File: config.mk
export PLATFORM = sky130hd
export DESIGN_NAME = mtf_terminal_select
export DESIGN_NICKNAME = d
export VERILOG_FILES = /design/src/mtf_pkg.sv /design/src/mtf_pin_mux.sv /design/src/mtf_sync.sv /design/src/mtf_terminal_select.sv
export SDC_FILE = /design/constraint.sdc
export NUM_CORES = 1
export LEC_CHECK = 0
export BUFFER_PORTS_ARGS = -buffer_cell sky130_fd_sc_hd__buf_2
export CAP_MARGIN = 15
export CORE_MARGIN = 4
export CORE_UTILIZATION = 45
export CTS_CLUSTER_DIAMETER = 30
export DETAILED_ROUTE_END_ITERATION = 7
export PLACE_DENSITY = 0.8
export SYNTH_ARGS = -nofsm -noshare
export SYNTH_HDL_FRONTEND = slang
export SYNTH_SLANG_ARGS = --single-unit
File: constraint.sdc
create_clock -name ref_clk -period 1.3 [get_ports ref_clk]
set_input_delay 0.13 -clock ref_clk [delete_from_list [all_inputs] [get_ports ref_clk]]
set_output_delay 0.13 -clock ref_clk [all_outputs]
set_load 0.1 [all_outputs]
File: src/mtf_pkg.sv
// Constants and types shared by the miscellaneous terminal function select block
package mtf_pkg;

    // Register offsets, byte addresses on the register port
    localparam logic [7:0] MTF_OFS_GPIO_CTRL = 8'h00;
    localparam logic [7:0] MTF_OFS_GPIO_DATA = 8'h04;
    localparam logic [7:0] MTF_OFS_GEN_CTRL = 8'h08;
    localparam logic [7:0] MTF_OFS_STATUS = 8'h0C;

    // Reset values
    localparam logic [5:0] MTF_GPIO_DIR_RST = 6'h00;
    localparam logic [5:0] MTF_GPIO_DATA_RST = 6'h00;
    localparam logic [2:0] MTF_POWER_OVERRIDE_OUTPUT_RST = 3'h0;

    // Power override select field position and the codes that claim terminal one
    localparam int MTF_POWER_OVERRIDE_OUTPUT_LSB = 20;
    localparam int MTF_POWER_OVERRIDE_OUTPUT_MSB = 22;
    localparam logic [2:0] MTF_POWER_OVERRIDE_OUTPUT_CODE_A = 3'h1;
    localparam logic [2:0] MTF_POWER_OVERRIDE_OUTPUT_CODE_B = 3'h3;

    // Status register bit positions
    localparam int MTF_STS_CLK_RUN = 0;
    localparam int MTF_STS_EXT_ARB = 1;
    localparam int MTF_STS_COMPAT = 2;
    localparam int MTF_STS_SBUS = 3;
    localparam int MTF_STS_CLK_REQ = 4;
    localparam int MTF_STS_DONE = 5;

    // Number of terminals and of straps
    localparam int MTF_NUM_PINS = 6;
    localparam int MTF_NUM_STRAPS = 2;

    // Cycles to wait after reset release so the synchronisers hold real pin levels
    localparam logic [1:0] MTF_FILL_CYCLES = 2'h2;

    // Power-on sampling sequence
    typedef enum logic [2:0] {
        MTF_FILL = 3'b001,
        MTF_SAMPLE = 3'b010,
        MTF_RUN = 3'b100
    } mtf_state_t;

endpackage

File: src/mtf_pin_mux.sv
// Chooses between general-purpose and alternate function for one terminal
`timescale 1ns/1ns
module mtf_pin_mux (
    input wire logic alt_sel,
    input wire logic alt_out,
    input wire logic alt_oe,
    input wire logic gpio_dir,
    input wire logic gpio_out,
    output logic pad_out,
    output logic pad_oe
);
    assign pad_out = alt_sel ? alt_out : gpio_out;
    assign pad_oe = alt_sel ? alt_oe : gpio_dir;
endmodule // mtf_pin_mux

File: src/mtf_sync.sv
// Two flip-flop synchroniser for a vector of asynchronous inputs
`timescale 1ns/1ns
module mtf_sync #(
    parameter int WIDTH = 8
) (
    input wire logic ref_clk,
    input wire logic arst_n,
    input wire logic [WIDTH-1:0] async_in,
    output logic [WIDTH-1:0] sync_out
);
    logic [WIDTH-1:0] meta_reg;

    always_ff @(posedge ref_clk or negedge arst_n) begin
        if (!arst_n) begin
            meta_reg <= '0;
            sync_out <= '0;
        end else begin
            meta_reg <= async_in;
            sync_out <= meta_reg;
        end
    end
endmodule // mtf_sync

File: src/mtf_terminal_select.sv
// Miscellaneous terminal function select and strap capture
//
// Design decisions made here: the register offsets and the plain strobed port.
`timescale 1ns/1ns
module mtf_terminal_select (
    input wire logic ref_clk,
    input wire logic arst_n,
    input wire logic [7:0] reg_addr,
    input wire logic [31:0] reg_wdata,
    input wire logic reg_wr,
    input wire logic reg_rd,
    output logic [31:0] reg_rdata,
    input wire logic clock_stop_support_strap,
    input wire logic outside_arbiter_strap,
    input wire logic general_io_zero_in,
    output logic general_io_zero_out,
    output logic general_io_zero_oe,
    input wire logic general_io_one_in,
    output logic general_io_one_out,
    output logic general_io_one_oe,
    input wire logic general_io_two_in,
    output logic general_io_two_out,
    output logic general_io_two_oe,
    input wire logic general_io_three_in,
    output logic general_io_three_out,
    output logic general_io_three_oe,
    input wire logic general_io_four_in,
    output logic general_io_four_out,
    output logic general_io_four_oe,
    input wire logic general_io_five_in,
    output logic general_io_five_out,
    output logic general_io_five_oe,
    input wire logic power_override_level,
    input wire logic sbus_scl_drive_low,
    input wire logic sbus_sda_drive_low,
    output logic sbus_scl_in,
    output logic sbus_sda_in,
    output logic clock_run_support,
    output logic outside_arbiter_select,
    output logic clock_stop_request_in,
    output logic compat_mode,
    output logic sbus_mode,
    output logic detect_done
);
    import mtf_pkg::*;

    localparam int SYNC_W = MTF_NUM_PINS + MTF_NUM_STRAPS;

    logic [MTF_NUM_PINS-1:0] pin_in;
    logic [MTF_NUM_PINS-1:0] pin_out;
    logic [MTF_NUM_PINS-1:0] pin_oe;
    logic [MTF_NUM_PINS-1:0] pin_sync;
    logic [MTF_NUM_STRAPS-1:0] strap_sync;
    logic [MTF_NUM_PINS-1:0] alt_sel;
    logic [MTF_NUM_PINS-1:0] alt_out;
    logic [MTF_NUM_PINS-1:0] alt_oe;
    logic [5:0] gpio_dir_reg;
    logic [5:0] gpio_data_reg;
    logic [2:0] power_override_output_reg;
    logic clk_run_reg;
    logic ext_arb_reg;
    logic clk_req_reg;
    logic compat_reg;
    logic sbus_reg;
    logic done_reg;
    logic [1:0] fill_cnt_reg;
    mtf_state_t state_reg;
    logic ovrd_active;
    logic [31:0] read_next;
    logic [31:0] rdata_reg;

    assign pin_in = {general_io_five_in, general_io_four_in, general_io_three_in,
                     general_io_two_in, general_io_one_in, general_io_zero_in};

    // Straps and terminals pass two flip-flops before any logic reads them
    mtf_sync #(
        .WIDTH(SYNC_W)
    ) u_sync (
        .ref_clk(ref_clk),
        .arst_n(arst_n),
        .async_in({outside_arbiter_strap, clock_stop_support_strap, pin_in}),
        .sync_out({strap_sync, pin_sync})
    );

    // Strap levels
    always_ff @(posedge ref_clk or negedge arst_n) begin
        if (!arst_n) begin
            clk_run_reg <= 1'b0;
            ext_arb_reg <= 1'b0;
        end else begin
            clk_run_reg <= strap_sync[0];
            ext_arb_reg <= strap_sync[1];
        end
    end

    // Clock-run request level taken from terminal zero
    always_ff @(posedge ref_clk or negedge arst_n) begin
        if (!arst_n) begin
            clk_req_reg <= 1'b1;
        end else begin
            clk_req_reg <= clk_run_reg ? pin_sync[0] : 1'b1;
        end
    end

    // Sampling sequence after reset release
    always_ff @(posedge ref_clk or negedge arst_n) begin
        if (!arst_n) begin
            state_reg <= MTF_FILL;
            fill_cnt_reg <= 2'h0;
        end else begin
            case (state_reg)
                MTF_FILL: begin
                    fill_cnt_reg <= fill_cnt_reg + 2'h1;
                    if (fill_cnt_reg == MTF_FILL_CYCLES - 2'h1) begin
                        state_reg <= MTF_SAMPLE;
                    end
                end
                MTF_SAMPLE: begin
                    state_reg <= MTF_RUN;
                end
                MTF_RUN: begin
                    state_reg <= MTF_RUN;
                end
                default: begin
                    state_reg <= MTF_FILL;
                    fill_cnt_reg <= 2'h0;
                end
            endcase
        end
    end

    // Captured modes, held until the next reset
    always_ff @(posedge ref_clk or negedge arst_n) begin
        if (!arst_n) begin
            compat_reg <= 1'b0;
            sbus_reg <= 1'b0;
            done_reg <= 1'b0;
        end else if (state_reg == MTF_SAMPLE) begin
            compat_reg <= pin_sync[2];
            sbus_reg <= pin_sync[5];
            done_reg <= 1'b1;
        end
    end

    // Register writes
    always_ff @(posedge ref_clk or negedge arst_n) begin
        if (!arst_n) begin
            gpio_dir_reg <= MTF_GPIO_DIR_RST;
            gpio_data_reg <= MTF_GPIO_DATA_RST;
            power_override_output_reg <= MTF_POWER_OVERRIDE_OUTPUT_RST;
        end else if (reg_wr) begin
            if (reg_addr == MTF_OFS_GPIO_CTRL) begin
                gpio_dir_reg <= reg_wdata[5:0];
            end
            if (reg_addr == MTF_OFS_GPIO_DATA) begin
                gpio_data_reg <= reg_wdata[5:0];
            end
            if (reg_addr == MTF_OFS_GEN_CTRL) begin
                power_override_output_reg <= reg_wdata[MTF_POWER_OVERRIDE_OUTPUT_MSB:MTF_POWER_OVERRIDE_OUTPUT_LSB];
            end
        end
    end

    // Read multiplexer, unmapped offsets read zero
    always_comb begin
        read_next = 32'h0000_0000;
        case (reg_addr)
            MTF_OFS_GPIO_CTRL: begin
                read_next[5:0] = gpio_dir_reg;
            end
            MTF_OFS_GPIO_DATA: begin
                read_next[5:0] = pin_sync;
            end
            MTF_OFS_GEN_CTRL: begin
                read_next[MTF_POWER_OVERRIDE_OUTPUT_MSB:MTF_POWER_OVERRIDE_OUTPUT_LSB] = power_override_output_reg;
            end
            MTF_OFS_STATUS: begin
                read_next[MTF_STS_CLK_RUN] = clk_run_reg;
                read_next[MTF_STS_EXT_ARB] = ext_arb_reg;
                read_next[MTF_STS_COMPAT] = compat_reg;
                read_next[MTF_STS_SBUS] = sbus_reg;
                read_next[MTF_STS_CLK_REQ] = clk_req_reg;
                read_next[MTF_STS_DONE] = done_reg;
            end
            default: begin
                read_next = 32'h0000_0000;
            end
        endcase
    end

    // Read data stands only in the cycle after the strobe
    always_ff @(posedge ref_clk or negedge arst_n) begin
        if (!arst_n) begin
            rdata_reg <= 32'h0000_0000;
        end else begin
            rdata_reg <= reg_rd ? read_next : 32'h0000_0000;
        end
    end

    assign reg_rdata = rdata_reg;

    // Alternate function selection per terminal
    assign ovrd_active = (power_override_output_reg == MTF_POWER_OVERRIDE_OUTPUT_CODE_A) ||
                         (power_override_output_reg == MTF_POWER_OVERRIDE_OUTPUT_CODE_B);

    always_comb begin
        alt_sel = '0;
        alt_out = '0;
        alt_oe = '0;
        alt_sel[0] = clk_run_reg;
        alt_sel[1] = ovrd_active;
        alt_out[1] = power_override_level;
        alt_oe[1] = 1'b1;
        // Serial terminals float until the pull has been sampled
        alt_sel[4] = sbus_reg || !done_reg;
        alt_oe[4] = sbus_reg && sbus_scl_drive_low;
        alt_sel[5] = sbus_reg || !done_reg;
        alt_oe[5] = sbus_reg && sbus_sda_drive_low;
    end

    // Direction bits steer terminals in their general-purpose role
    genvar gi;
    generate
        for (gi = 0; gi < MTF_NUM_PINS; gi++) begin : g_pin
            mtf_pin_mux u_mux (
                .alt_sel(alt_sel[gi]),
                .alt_out(alt_out[gi]),
                .alt_oe(alt_oe[gi]),
                .gpio_dir(gpio_dir_reg[gi]),
                .gpio_out(gpio_data_reg[gi]),
                .pad_out(pin_out[gi]),
                .pad_oe(pin_oe[gi])
            );
        end
    endgenerate

    assign general_io_zero_out = pin_out[0];
    assign general_io_zero_oe = pin_oe[0];
    assign general_io_one_out = pin_out[1];
    assign general_io_one_oe = pin_oe[1];
    assign general_io_two_out = pin_out[2];
    assign general_io_two_oe = pin_oe[2];
    assign general_io_three_out = pin_out[3];
    assign general_io_three_oe = pin_oe[3];
    assign general_io_four_out = pin_out[4];
    assign general_io_four_oe = pin_oe[4];
    assign general_io_five_out = pin_out[5];
    assign general_io_five_oe = pin_oe[5];

    assign sbus_scl_in = sbus_reg ? pin_sync[4] : 1'b1;
    assign sbus_sda_in = sbus_reg ? pin_sync[5] : 1'b1;
    assign clock_run_support = clk_run_reg;
    assign outside_arbiter_select = ext_arb_reg;
    assign clock_stop_request_in = clk_req_reg;
    assign compat_mode = compat_reg;
    assign sbus_mode = sbus_reg;
    assign detect_done = done_reg;
endmodule // mtf_terminal_select

Yosys cells after proc, flatten, opt, wreduce, memory -nomap -nowiden --
Index checks and enable logic that the tools add are counted.
Word-level totals: word-level logic and storage cells 52, bits in registers 65
Cells by class: equal/unequal tests 10, $add $sub $neg 1, muxes and demuxes 17, reductions and logical operators 10
Operator list (count):
- $mux 23 | 1
- $pmux 6 s3 | 1
- $eq 8x4->1 const B | 2
- $mux 1 | 11
- $eq 8x3->1 const B | 1
- $logic_not 8->1 | 1
- $eq 3x1->1 const B | 2
- $eq 3x2->1 const B | 2
- $mux 3 | 2
- $pmux 3 s2 | 1
- $reduce_and 2->1 | 3
- $pmux 2 s2 | 1
- $eq 3x3->1 const B | 1
- $add 2x1->2 const B | 1
- $eq 2x1->1 const B | 1
- $logic_and 1x1->1 | 2
- $logic_or 1x1->1 | 2
- $ne 2x2->1 const B | 1
- $reduce_or 2->1 | 1
- $logic_not 1->1 | 1

Depth between registers and ports, before layout --
Gate-level depths: netlist of the first run.
word-level depth 3, mapped depth 4, depth with buffers taken out 4

By module --
Synthesis of the first run repeated with hierarchy kept, for this count alone.
Unflattened totals: cell total of the unflattened synthesis 164, area total of the unflattened synthesis 2177.1 µm²
By module, submodules not included:
- mtf_terminal_select | cells each 136, sequential area each 878.3 µm², area each 1641.6 µm², times used 1
- mtf_sync | cells each 16, sequential area each 400.4 µm², area each 400.4 µm², times used 1
- mtf_pin_mux | cells each 2, sequential area each 0.0 µm², area each 22.5 µm², times used 6

Worst setup path after synthesis of the first run --
Ideal clock, no wire load.
kind reg-to-output, start reg done_reg, in the netlist detect_done, end out general_io_five_oe, stages on the path, launching flop included 3, path slack -2.014 ns, required time 1.170 ns, data arrival time 3.184 ns, buffers on the path 0, path through dfrtp_1 > nand2_1 > o21ai_0
Between the ends: cells in the longest elaborated chain, start to end 3
RTL lines:
- start: declaration | RTL line mtf_terminal_select.sv:65 | logic done_reg;
- start signal: assignment | RTL line mtf_terminal_select.sv:137 | done_reg <= 1'b0;
- start signal: assignment | RTL line mtf_terminal_select.sv:141 | done_reg <= 1'b1;
- $logic_not 1->1 | RTL line mtf_terminal_select.sv:217 | alt_sel[5] = sbus_reg || !done_reg;
- $logic_or 1x1->1 | RTL line mtf_terminal_select.sv:217
- $mux 1 | RTL line mtf_pin_mux.sv:13 | assign pad_oe = alt_sel ? alt_oe : gpio_dir;
- end: declaration | RTL line mtf_terminal_select.sv:32 | output logic general_io_five_oe,
Every way passes these cells.

Worst setup path in the final report of the first run --
start reg power_override_output_reg[2], end out general_io_one_out
Between the ends: cells in the longest elaborated chain, start to end 3, elaborated cells between the ends (all ways) 4, those cells by class 2 x eq/ne; 1 x mux; 1 x reduce/logical
RTL lines:
- start: declaration | RTL line mtf_terminal_select.sv:59 | logic [2:0] power_override_output_reg;
- start signal: assignment | RTL line mtf_terminal_select.sv:159 | power_override_output_reg <= reg_wdata[MTF_POWER_OVERRIDE_OUTPUT_MSB:MTF_POWER_OVERRIDE_OUTPUT_LSB];
- $eq 3x1->1 / $eq 3x2->1 (equally long branches) | RTL line mtf_terminal_select.sv:203, mtf_terminal_select.sv:204
- $logic_or 1x1->1 * | RTL line mtf_terminal_select.sv:203 | assign ovrd_active = (power_override_output_reg == MTF_POWER_OVERRIDE_OUTPUT_CODE_A) ||
- $mux 1 * | RTL line mtf_pin_mux.sv:12 | assign pad_out = alt_sel ? alt_out : gpio_out;
- end: declaration | RTL line mtf_terminal_select.sv:19 | output logic general_io_one_out,
Every way passes the cells marked *; elsewhere a longest branch is shown, timed or not.

==> flow_metrics.tcl, run 1 <==
set metrics [dict create \
    status "complete, but fails checks" \
    violations "setup timing" \
    cts_buffers 5 \
    cts_tree "yes" \
    crit_end "general_io_one_out" \
    synth_cells 153 \
    largest_reg_flops 9 \
    core-area_um2 4414 \
    yosysWarnings 0 \
    switching_share_pct 33.73 \
    synth.distinct_cells 26 \
    hp-class "in2reg" \
    p_switching_mw 1.150 \
    seq_power_share_pct 49.3 \
    critPathRequiredTime_ns 1.17 \
    drc 0 \
    drive_gt1_share_pct 54.73 \
    die_w_um 75.78 \
    nets 298 \
    die_h_um 75.78 \
    r2r_end "reg_rdata[5]$_DFF_PN0_" \
    r2r_slack_ns 0.04 \
    grt.total_usage_pct 15.95 \
    rows 24 \
    grt_max_degree 37 \
    overflow 0 \
    reg2reg_depth 4 \
    antennaDiodeCount 0 \
    timing.hold.ws_ns 0.05590 \
    crit_type "reg2out" \
    grt_pass1_vias 1396 \
    fin_crit_sh_pct 112.6 \
    hold_violations 0 \
    startpoint_type "flop" \
    power_density_nw_per_um2 1149 \
    synth-seq-area-share_pct 61.86 \
    cp_max_fo 2 \
    max_cap_violations 0 \
    period_minus_slack_ns 1.464 \
    vias_per_cell 4.695 \
    ant_nets 0 \
    htree_levels 2 \
    setup_viol 8 \
    clock_latency_ns 0.30 \
    hpwl_um 3115 \
    leakagePower_nw 1.487 \
    wl_per_cell_um 14.22 \
    antenna_found_initial 0 \
    path_depth 3 \
    avgSynthCellArea_um2 13.51 \
    drv_slew 0 \
    vdd_drop_max_mv 0.7234 \
    ios 107 \
    critPathLaunch "power_override_output_reg[2]$_DFFE_PN0P_" \
    reg2reg_from "detect_done$_DFFE_PN0N_" \
    cts_sinks 51 \
    grt_pass1_wl_um 6575 \
    dr_total_vias 1385 \
    routed_wl_um 4196 \
    yosys.area.top_type "dfrtp_1" \
    max_freq_mhz 683.0 \
    clockPowerShare_pct 25.2 \
    synth.cell_area_um2 2067 \
    max_stage_delay_ns 0.41 \
    rsz0062_at_grt "yes" \
    synth_top_area_share_pct 59.32 \
    area_growth_pct 43.58 \
    cts_buffer_depth 2 \
    fin_worst_skew_ns 0.006156 \
    critPathBufInv 1 \
    die_area_um2 5742 \
    drt_first_pass_iters 4 \
    fin_ws_ns -0.1642 \
    clkTransAtPathRegs_ns 0.09 \
    io_buffers 60 \
    total_power_mw 3.409 \
    start_util_pct 46.83 \
    arrival_ns 1.33 \
    crit_chain "nor2b_4, mux2_4, buf_12" \
    drt_iter0_drc 72 \
    place_congestion 0.7678 \
    combPwrFrac_pct 25.5 \
    synth_top_cells_by_area "dfrtp_1 (59%), mux2_2 (14%), buf_4 (8.4%)" \
    ys_ff_latch 51 \
    p_int_mw 2.259 \
    cpMaxStageDelayCell "dfrtp_1" \
    cts_root_buffer "clkbuf_8" \
    path_delay_family "flip-flops" \
    crit_path_end_kind "output pin" \
]
## routing by layer
| layer | up-vias | GRT usage [%] | wire [um] |
|---|---|---|---|
| met5 | - | 0 | 0 |
| met1 | 665 | 19.04 | 1689 |
| met2 | 62 | 27.19 | 2075 |
| li1 | 651 | - | - |
| met4 | 0 | 8.155 | 77 |
| met3 | 7 | 3.166 | 353 |
## power by group through the flow
stage	clock network (mW)	registers, mW	logic [mW]
2_1_floorplan	0	1.81	0.557
3_3_place_gp	0	1.71	0.797
3_5_place_dp	0	1.72	0.807
4_1_cts	0.887	1.68	0.868
5_1_grt	0.938	1.69	0.909
6_report	0.857	1.68	0.870
## logic make-up (layout without fill, tap and decap cells)
kind of cell | count (synthesis) | after routing | share of synthesized area [%]
multiplexers | 25 | 25 | 13.62
buffers and inverters | 27 | 95 | 9.201
adder cells (fa/ha/maj) | 1 | 1 | 0.6052
flip-flops | 51 | 51 | 61.86
XOR/XNOR | 1 | 1 | 0.4238
AND/OR/NAND/NOR | 38 | 38 | 11.02
other | 1 | 23 | 0.1814
AO/OA/AOI/OAI | 9 | 9 | 3.087
## worst register-to-register path: cells and delay by family, from the launching register on
family / cells / cell delay [ns]
buf+inv: 1 / 0.14
mux: 1 / 0.28
flops: 1 / 0.51
compound gates: 1 / 0.18
simple gates: 1 / 0.05
## cells in the final DEF (no fill, tap or decap), types with 4 or more instances in the layout
master,count
conb_1,23
buf_4,11
clkbuf_8,5
a22oi_1,4
nor2_1,9
buf_2,44
buf_12,15
dlygate4sd3_1,9
mux2_2,24
buf_6,4
nand2_2,4
dfrtp_1,44
## timing repair
| item | CTS | global route |
|---|---|---|
| resized for setup | 14 | 6 |
| endpoints found under the setup margin | 10 | 15 |
| setup buffers | 7 | 0 |
| gates cloned | 0 | 0 |
| hold endpoints to repair | 57 | 0 |
| hold buffers | 9 | 0 |
## synth_stat cells
cell / number
nor2b_1: 5
conb_1: 1
and3b_1: 2
buf_4: 23
a22o_1: 1
nand2_1: 4
nor2_1: 9
and3_2: 1
inv_1: 2
or2_2: 2
mux2_2: 25
nand3_1: 1
nor4_4: 1
ha_1: 1
nand2b_1: 3
o21ai_0: 2
buf_2: 2
nor3b_1: 2
and2_1: 1
nand4_1: 3
dfstp_2: 2
and3_1: 3
dfrtp_1: 49
xnor2_1: 1
nor2_2: 1
a22oi_1: 6
## metrics by stage
step	setup TNS, ns	instance area, um^2	setup slack [ns]	instances	utilization [%]
5_1_grt	-1.031	2968	-0.2131	295	67.23
3_5_place_dp	-0.4378	2671	-0.05853	271	60.52
3_3_place_gp	-0.2316	2671	-0.03405	271	60.52
2_1_floorplan	-0.4581	2213	-0.1369	175	-
4_1_cts	-0.7543	2945	-0.1792	295	66.72
6_report	-0.6194	2968	-0.1642	295	67.23
## cell type report
type / instances / area, um^2
Fill cell: 319 / 1446
Sequential cell: 51 / 1292
Multi-Input combinational cell: 97 / 769.5
Timing Repair Buffer: 85 / 753.2
Clock buffer: 8 / 80.08
Tap cell: 52 / 65.06
Inverter: 2 / 7.507
## how the worst min path moves through the flow
stage	start	depth (start not counted)	end	slack, ns
after floorplan	arst_n	0	compat_mode$_DFFE_PN0N_	-0.17
after global placement	arst_n	2	fill_cnt_reg[1]$_DFFE_PN0N_	0.11
after detailed placement	arst_n	2	fill_cnt_reg[0]$_DFFE_PN0N_	0.12
after CTS	reg_wdata[21]	2	power_override_output_reg[1]$_DFFE_PN0P_	0.06
after global routing	reg_wdata[21]	2	power_override_output_reg[1]$_DFFE_PN0P_	0.05
final	reg_wdata[21]	2	power_override_output_reg[1]$_DFFE_PN0P_	0.06
(Power assumes the default switching activity.)
==> run 2, diff against run 1 <==
--- a/config.mk
+++ b/config.mk
@@ -11,6 +11,7 @@
 export CORE_UTILIZATION = 45
 export CTS_CLUSTER_DIAMETER = 30
 export DETAILED_ROUTE_END_ITERATION = 7
+export MAX_ROUTING_LAYER = met4
 export PLACE_DENSITY = 0.8
 export SYNTH_ARGS = -nofsm -noshare
 export SYNTH_HDL_FRONTEND = slang
==> run 2 against run 1 <==
Combinational power about the same. Clock power about the same. Critical path type unchanged. Global-route usage increased by 0.46 points. First-iteration DRC count decreased by 6.9%. The flow still finishes with violations (setup timing). Register-to-register slack about the same. Sequential power about the same. Wire length increased by 0.12%. Utilization unchanged. Sequential cell count unchanged. Largest cell class unchanged. Final area unchanged. Critical endpoint unchanged.
==> flow_metrics.tcl, run 2 (synthesized netlist as in run 1, its figures left out) <==
set metrics [dict create \
    ios 107 \
    fin_crit_sh_pct 112.6 \
    clkTransAtPathRegs_ns 0.09 \
    p_switching_mw 1.149 \
    hold_violations 0 \
    critPathRequiredTime_ns 1.17 \
    fin_util_pct 67.23 \
    route.met2.wl_um 2074 \
    reg2reg_depth 4 \
    die_w_um 75.78 \
    drt_iter0_drc 67 \
    setup_viol 8 \
    ant_nets 0 \
    arrival_ns 1.33 \
    max_freq_mhz 683.2 \
    largest_reg_flops 9 \
    crit_end "general_io_one_out" \
    min_path_cells 2 \
    hp-class "in2reg" \
    r2r_slack_ns 0.04 \
    drive_gt1_share_pct 54.73 \
    rows 24 \
    top_layer_used "met4" \
    period_minus_slack_ns 1.464 \
    vias_per_cell 4.698 \
    antenna_found_initial 0 \
    status "complete, but fails checks" \
    grt_max_degree 37 \
    wl_met3_um 341 \
    fillers 319 \
    grt_pass1_wl_um 6568 \
    violations "setup timing" \
    cts_buffers 5 \
    max_cap_violations 0 \
    cts_root_buffer "clkbuf_8" \
    die_h_um 75.78 \
    clockPowerShare_pct 25.1 \
    multi_input_area_um2 769.5 \
    tns_ns -0.6189 \
    area_growth_pct 43.58 \
    drv_slew 0 \
    io_buffers 60 \
    leakagePower_nw 1.487 \
    grt_pass1_vias 1401 \
    hpwl_um 3115 \
    wl_per_cell_um 14.24 \
    core-area_um2 4414 \
    p_int_mw 2.259 \
    combPwrFrac_pct 25.5 \
    r2r_end "reg_rdata[5]$_DFF_PN0_" \
    antennaDiodeCount 0 \
    seq_power_share_pct 49.3 \
    drt_first_pass_iters 4 \
    die_area_um2 5742 \
    nets 298 \
    startpoint_type "flop" \
    dr_total_vias 1386 \
    start_util_pct 46.83 \
    crit_path_end_kind "output pin" \
    routed_wl_um 4201 \
    vdd_drop_max_mv 0.7233 \
    crit_type "reg2out" \
    switching_share_pct 33.71 \
    critPathLaunch "power_override_output_reg[2]$_DFFE_PN0P_" \
    cts_sinks 51 \
    power_density_nw_per_um2 1148 \
    cts_tree "yes" \
    reg2reg_from "detect_done$_DFFE_PN0N_" \
    grt.total_usage_pct 16.41 \
    htree_levels 2 \
    overflow 0 \
    final-seq-area_um2 1292 \
    total_power_mw 3.408 \
    fin_worst_skew_ns 0.006267 \
    met1_length_um 1706 \
    timing.hold.ws_ns 0.05635 \
    rsz0062_at_grt "yes" \
    drc 0 \
    place_congestion 0.7781 \
    final_cell_mix "dfrtp_1 (44), buf_2 (44), mux2_2 (24), conb_1 (23), buf_12 (15)" \
    cts_buffer_depth 2 \
    clock_latency_ns 0.30 \
    fin_ws_ns -0.1637 \
    cp_max_fo 2 \
]
## run 2: cell counts in the layout (fill, tap and decap cells not counted)
Identical to the previous run, type by type.
## run 2: worst max-delay path, stage by stage (launching register included)
cell and delay [ns]:
dfrtp_1 0.41, nor2b_4 0.13, mux2_4 0.32, buf_12 0.17
## run 2: per-stage QoR
step | instance area, um^2 | setup WS [ns] | cells
6_report | 2968 | -0.1637 | 295
5_1_grt | 2968 | -0.2131 | 295
4_1_cts | 2945 | -0.1792 | 295
3_5_place_dp | 2671 | -0.05853 | 271
3_3_place_gp | 2671 | -0.03405 | 271
2_1_floorplan | 2213 | -0.1369 | 175
## run 2: how the worst min path moves through the flow
stage | from | end
after floorplan | arst_n | compat_mode$_DFFE_PN0N_
after global placement | arst_n | fill_cnt_reg[1]$_DFFE_PN0N_
after detailed placement | arst_n | fill_cnt_reg[0]$_DFFE_PN0N_
after CTS | reg_wdata[21] | power_override_output_reg[1]$_DFFE_PN0P_
after global routing | reg_wdata[21] | power_override_output_reg[1]$_DFFE_PN0P_
final | reg_wdata[21] | power_override_output_reg[1]$_DFFE_PN0P_
## run 2: routing by layer
layer	vias up	GRT usage, %
met5	-	-
met4	0	8.155
met3	7	3.034
met2	62	27.19
met1	665	19.04
li1	652	-
## run 2: layout make-up
type	instances	area share (%)
Multi-Input combinational cell	97	25.93
Inverter	2	0.2530
Tap cell	52	2.192
Clock buffer	8	2.698
Sequential cell	51	43.55
Timing Repair Buffer	85	25.38
## run 2: timing repair
| action | in CTS | in global routing |
|---|---|---|
| cloned | 0 | 0 |
| setup buffers | 7 | 0 |
| endpoints found under the hold margin | 57 | 0 |
| resized for setup | 14 | 6 |
| hold buffers | 9 | 0 |
| setup endpoints to repair | 10 | 15 |
## run 2: power by group through the flow
| stage | Clock, mW | Sequential, mW | Combinational, mW |
|---|---|---|---|
| after CTS | 0.887 | 1.68 | 0.868 |
| final | 0.857 | 1.68 | 0.870 |
| after detailed placement | 0 | 1.72 | 0.807 |
| after global routing | 0.938 | 1.69 | 0.909 |
| after global placement | 0 | 1.71 | 0.797 |
| after floorplan | 0 | 1.81 | 0.557 |
==> run 3, diff against run 2 <==
--- a/config.mk
+++ b/config.mk
@@ -5,14 +5,15 @@
 export SDC_FILE = /design/constraint.sdc
 export NUM_CORES = 1
 export LEC_CHECK = 0
+export ABC_AREA = 1
 export BUFFER_PORTS_ARGS = -buffer_cell sky130_fd_sc_hd__buf_2
 export CAP_MARGIN = 15
 export CORE_MARGIN = 4
-export CORE_UTILIZATION = 45
+export CORE_UTILIZATION = 46
 export CTS_CLUSTER_DIAMETER = 30
 export DETAILED_ROUTE_END_ITERATION = 7
 export MAX_ROUTING_LAYER = met4
-export PLACE_DENSITY = 0.8
+export PLACE_DENSITY = 0.79
 export SYNTH_ARGS = -nofsm -noshare
 export SYNTH_HDL_FRONTEND = slang
 export SYNTH_SLANG_ARGS = --single-unit
==> constraint.sdc (replaced) <==
create_clock -name ref_clk -period 1.3 [get_ports ref_clk]
set_input_delay 0.13 -clock ref_clk [delete_from_list [all_inputs] [get_ports ref_clk]]
set_output_delay 0.13 -clock ref_clk [all_outputs]
set_load 0.005 [all_outputs]
==> run 3 against run 2 <==
The flow still finishes with violations (setup timing). First-iteration DRC count is 13% higher. Sequential share of layout area is 1.7 points higher. Synthesized area is 9.4% higher. Cell count is 28% higher. Sequential cell count stayed put. Wire length is 2.5% higher. Register-to-register slack better by 0.16 ns. Global-route usage is 1.4 points lower. Power is 15% lower. Critical endpoint unchanged. Worst setup slack better by 0.11 ns. Via count is 17% higher. Maximum frequency is 8.4% higher. Critical path type unchanged.
==> flow_metrics.tcl, run 3 <==
set metrics [dict create \
    max_cap_violations 0 \
    fin_area_um2 2825 \
    critPathRequiredTime_ns 1.17 \
    synth_top_area_share_pct 54.23 \
    rsz0062_at_grt "yes" \
    fin_crit_sh_pct 103.9 \
    antenna_found_initial 0 \
    nets 367 \
    max_freq_mhz 740.6 \
    startpoint_type "flop" \
    grt_pass1_vias 1574 \
    drive_gt1_share_pct 38.46 \
    crit_type "reg2out" \
    fin_ws_ns -0.05027 \
    place_ws_ns 0.1002 \
    cts_root_buffer "clkbuf_8" \
    vdd_drop_max_mv 0.8332 \
    synth_top_cells_by_area "dfrtp_1 (54%), buf_4 (8.0%), nand2_1 (6.8%)" \
    arrival_ns 1.22 \
    overflow 0 \
    r2r_end "compat_mode$_DFFE_PN0N_" \
    place_area_um2 2590 \
    clkTransAtPathRegs_ns 0.09 \
    avgSynthCellArea_um2 9.873 \
    seq_power_share_pct 58.0 \
    cp_max_fo 2 \
    period_minus_slack_ns 1.350 \
    max_stage_delay_ns 0.40 \
    synth_edf_count 0 \
    die_w_um 78.11 \
    cts_buffers 5 \
    hpwl_um 3348 \
    fin_worst_skew_ns 0.01034 \
    path_delay_family "flip-flops" \
    drv_slew 0 \
    reg2reg_from "state_reg[2]$_DFFE_PN0P_" \
    reg2reg_depth 3 \
    area_growth_pct 24.96 \
    wl_per_cell_um 11.36 \
    combPwrFrac_pct 10.0 \
    cts_sinks 51 \
    violations "setup timing" \
    final_cell_mix "buf_2 (59), dfrtp_1 (49), nand2_1 (38), inv_1 (30)" \
    antennaDiodeCount 0 \
    cpMaxStageDelayCell "dfrtp_1" \
    clock_latency_ns 0.30 \
    start_util_pct 47.55 \
    grt_max_degree 27 \
    die_h_um 78.11 \
    hp-class "in2reg" \
    synth-seq-area-share_pct 56.56 \
    yosysWarnings 0 \
    yosys.area.top_type "dfrtp_1" \
    synth_ff_type "dfrtp_1" \
    synth.most_common_cell "dfrtp_1" \
    htree_levels 2 \
    grt_pass1_wl_um 7086 \
    ant_nets 0 \
    power_density_nw_per_um2 1022 \
    setup_viol 1 \
    place_congestion 0.8084 \
    fillers 423 \
    dp.cells 359 \
    fin_util_pct 59.42 \
    hold_violations 0 \
    fin_cells 379 \
    r2r_slack_ns 0.20 \
    p_int_mw 2.169 \
    dr_total_vias 1616 \
    core-area_um2 4755 \
    largest_reg_flops 9 \
    p_switching_mw 0.7193 \
    grt.total_usage_pct 15.01 \
    cts_tree "yes" \
    crit_chain "inv_2, nand2_2, mux2_4, buf_6" \
    io_buffers 60 \
    rows 25 \
    critPathBufInv 2 \
    hold_end "power_override_output_reg[2]$_DFFE_PN0P_" \
    routed_wl_um 4305 \
    ys_async_sr_fraction_pct 100.0 \
    min_path_cells 3 \
    vias_per_cell 4.264 \
    crit_path_end_kind "output pin" \
    final_common_cell "buf_2" \
    cts_buffer_depth 2 \
    switching_share_pct 24.90 \
    status "complete, but fails checks" \
    hold_path_startpoint "reg_wdata[22]" \
    die_area_um2 6100 \
    clockPowerShare_pct 32.1 \
    ios 107 \
    drt_iter0_drc 76 \
    synth_cells 229 \
    ys_ff_latch 51 \
    synth.distinct_cells 23 \
    synth.cell_area_um2 2261 \
    drt_first_pass_iters 4 \
    leakagePower_nw 1.562 \
    drc 0 \
    synth_common_cells "dfrtp_1 (49), nand2_1 (41), inv_1 (32), buf_4 (24), nand3_1 (23)" \
]
## run 3: changes by cell type in the layout (fill, tap and decap cells not counted), sizes merged, moves of 3 or more
cell | previous run | this run
nor2 | 10 | 17
a22oi | 6 | 0
inv | 2 | 34
nand3 | 1 | 24
buf | 74 | 70
nand4 | 3 | 0
nand2b | 3 | 0
clkbuf | 10 | 5
o21ai | 2 | 16
nand2 | 4 | 54
and3 | 4 | 0
nor2b | 5 | 0
mux2 | 25 | 1
## run 3: cell type report
class,count,area (um^2),share of cell area (%)
sequential,51,1279,45.26
multi-input combinational,141,754.5,26.71
timing repair buffer,79,488.0,17.27
inverter,33,123.9,4.384
tap,67,83.83,2.967
clock buffer,5,68.82,2.436
clock inverter,3,27.53,0.9743
## run 3: routing by layer
layer	part of all wire (%)	track usage, %	up-vias
li1	-	-	824
met1	44	19.53	727
met2	49	23.54	63
met3	7.2	4.128	2
met4	0.23	3.671	0
met5	0	-	-
## run 3: kinds of logic after synthesis
| group | synth area share [%] |
|---|---|
| buffers and inverters | 14.44 |
| muxes | 0.4980 |
| DFF | 56.56 |
| AOI/OAI and AO/OA | 5.811 |
| adders and majority gates | 0.5533 |
| other | 0.1659 |
| and+or+nand+nor | 21.97 |
## run 3: power by group through the flow
stage,clock network (mW),logic [mW],registers [mW]
floorplan,0,0.155,1.70
global placement,0,0.246,1.70
detailed placement,0,0.253,1.71
CTS,0.959,0.279,1.67
global route,1.05,0.326,1.68
finish,0.926,0.288,1.67
## run 3: stage by stage
step	hold slack (ns)	setup TNS, ns	power, mW
2_1_floorplan	-0.1656	0	1.855
4_1_cts	0.06732	-0.07215	2.913
3_3_place_gp	0.03345	0	1.950
5_1_grt	0.07348	-0.1349	3.054
6_report	0.07517	-0.05027	2.889
3_5_place_dp	0.03454	0	1.958
## run 3: worst max-delay path by stage
stage                     slack, ns                                startpoint  cells after the start                      endpoint
after floorplan                0.28                  state_reg[0]$_DFFE_PN1P_                      3         sbus_mode$_DFFE_PN0N_
after global placement         0.12                               reg_addr[3]                      7  gpio_data_reg[0]$_DFFE_PN0P_
after detailed placement       0.10                               reg_addr[3]                      7  gpio_data_reg[0]$_DFFE_PN0P_
after CTS                     -0.07  power_override_output_reg[2]$_DFFE_PN0P_                      4            general_io_one_out
after global routing          -0.10  power_override_output_reg[2]$_DFFE_PN0P_                      4            general_io_one_out
final                         -0.05  power_override_output_reg[2]$_DFFE_PN0P_                      4            general_io_one_out
## run 3: worst register-to-register path: stages (launching register included)
cell and delay [ns]:
dfrtp_1 0.41, or3b_1 0.43, nand2_1 0.08, o21ai_0 0.07
## run 3: timing repair
action	in CTS	in global routing
setup endpoints to repair	1	5
resized for setup	2	8
pin swaps	1	2
buffers inserted	2	1
gates cloned	0	0
hold buffers	9	0
endpoints found under the hold margin	43	0
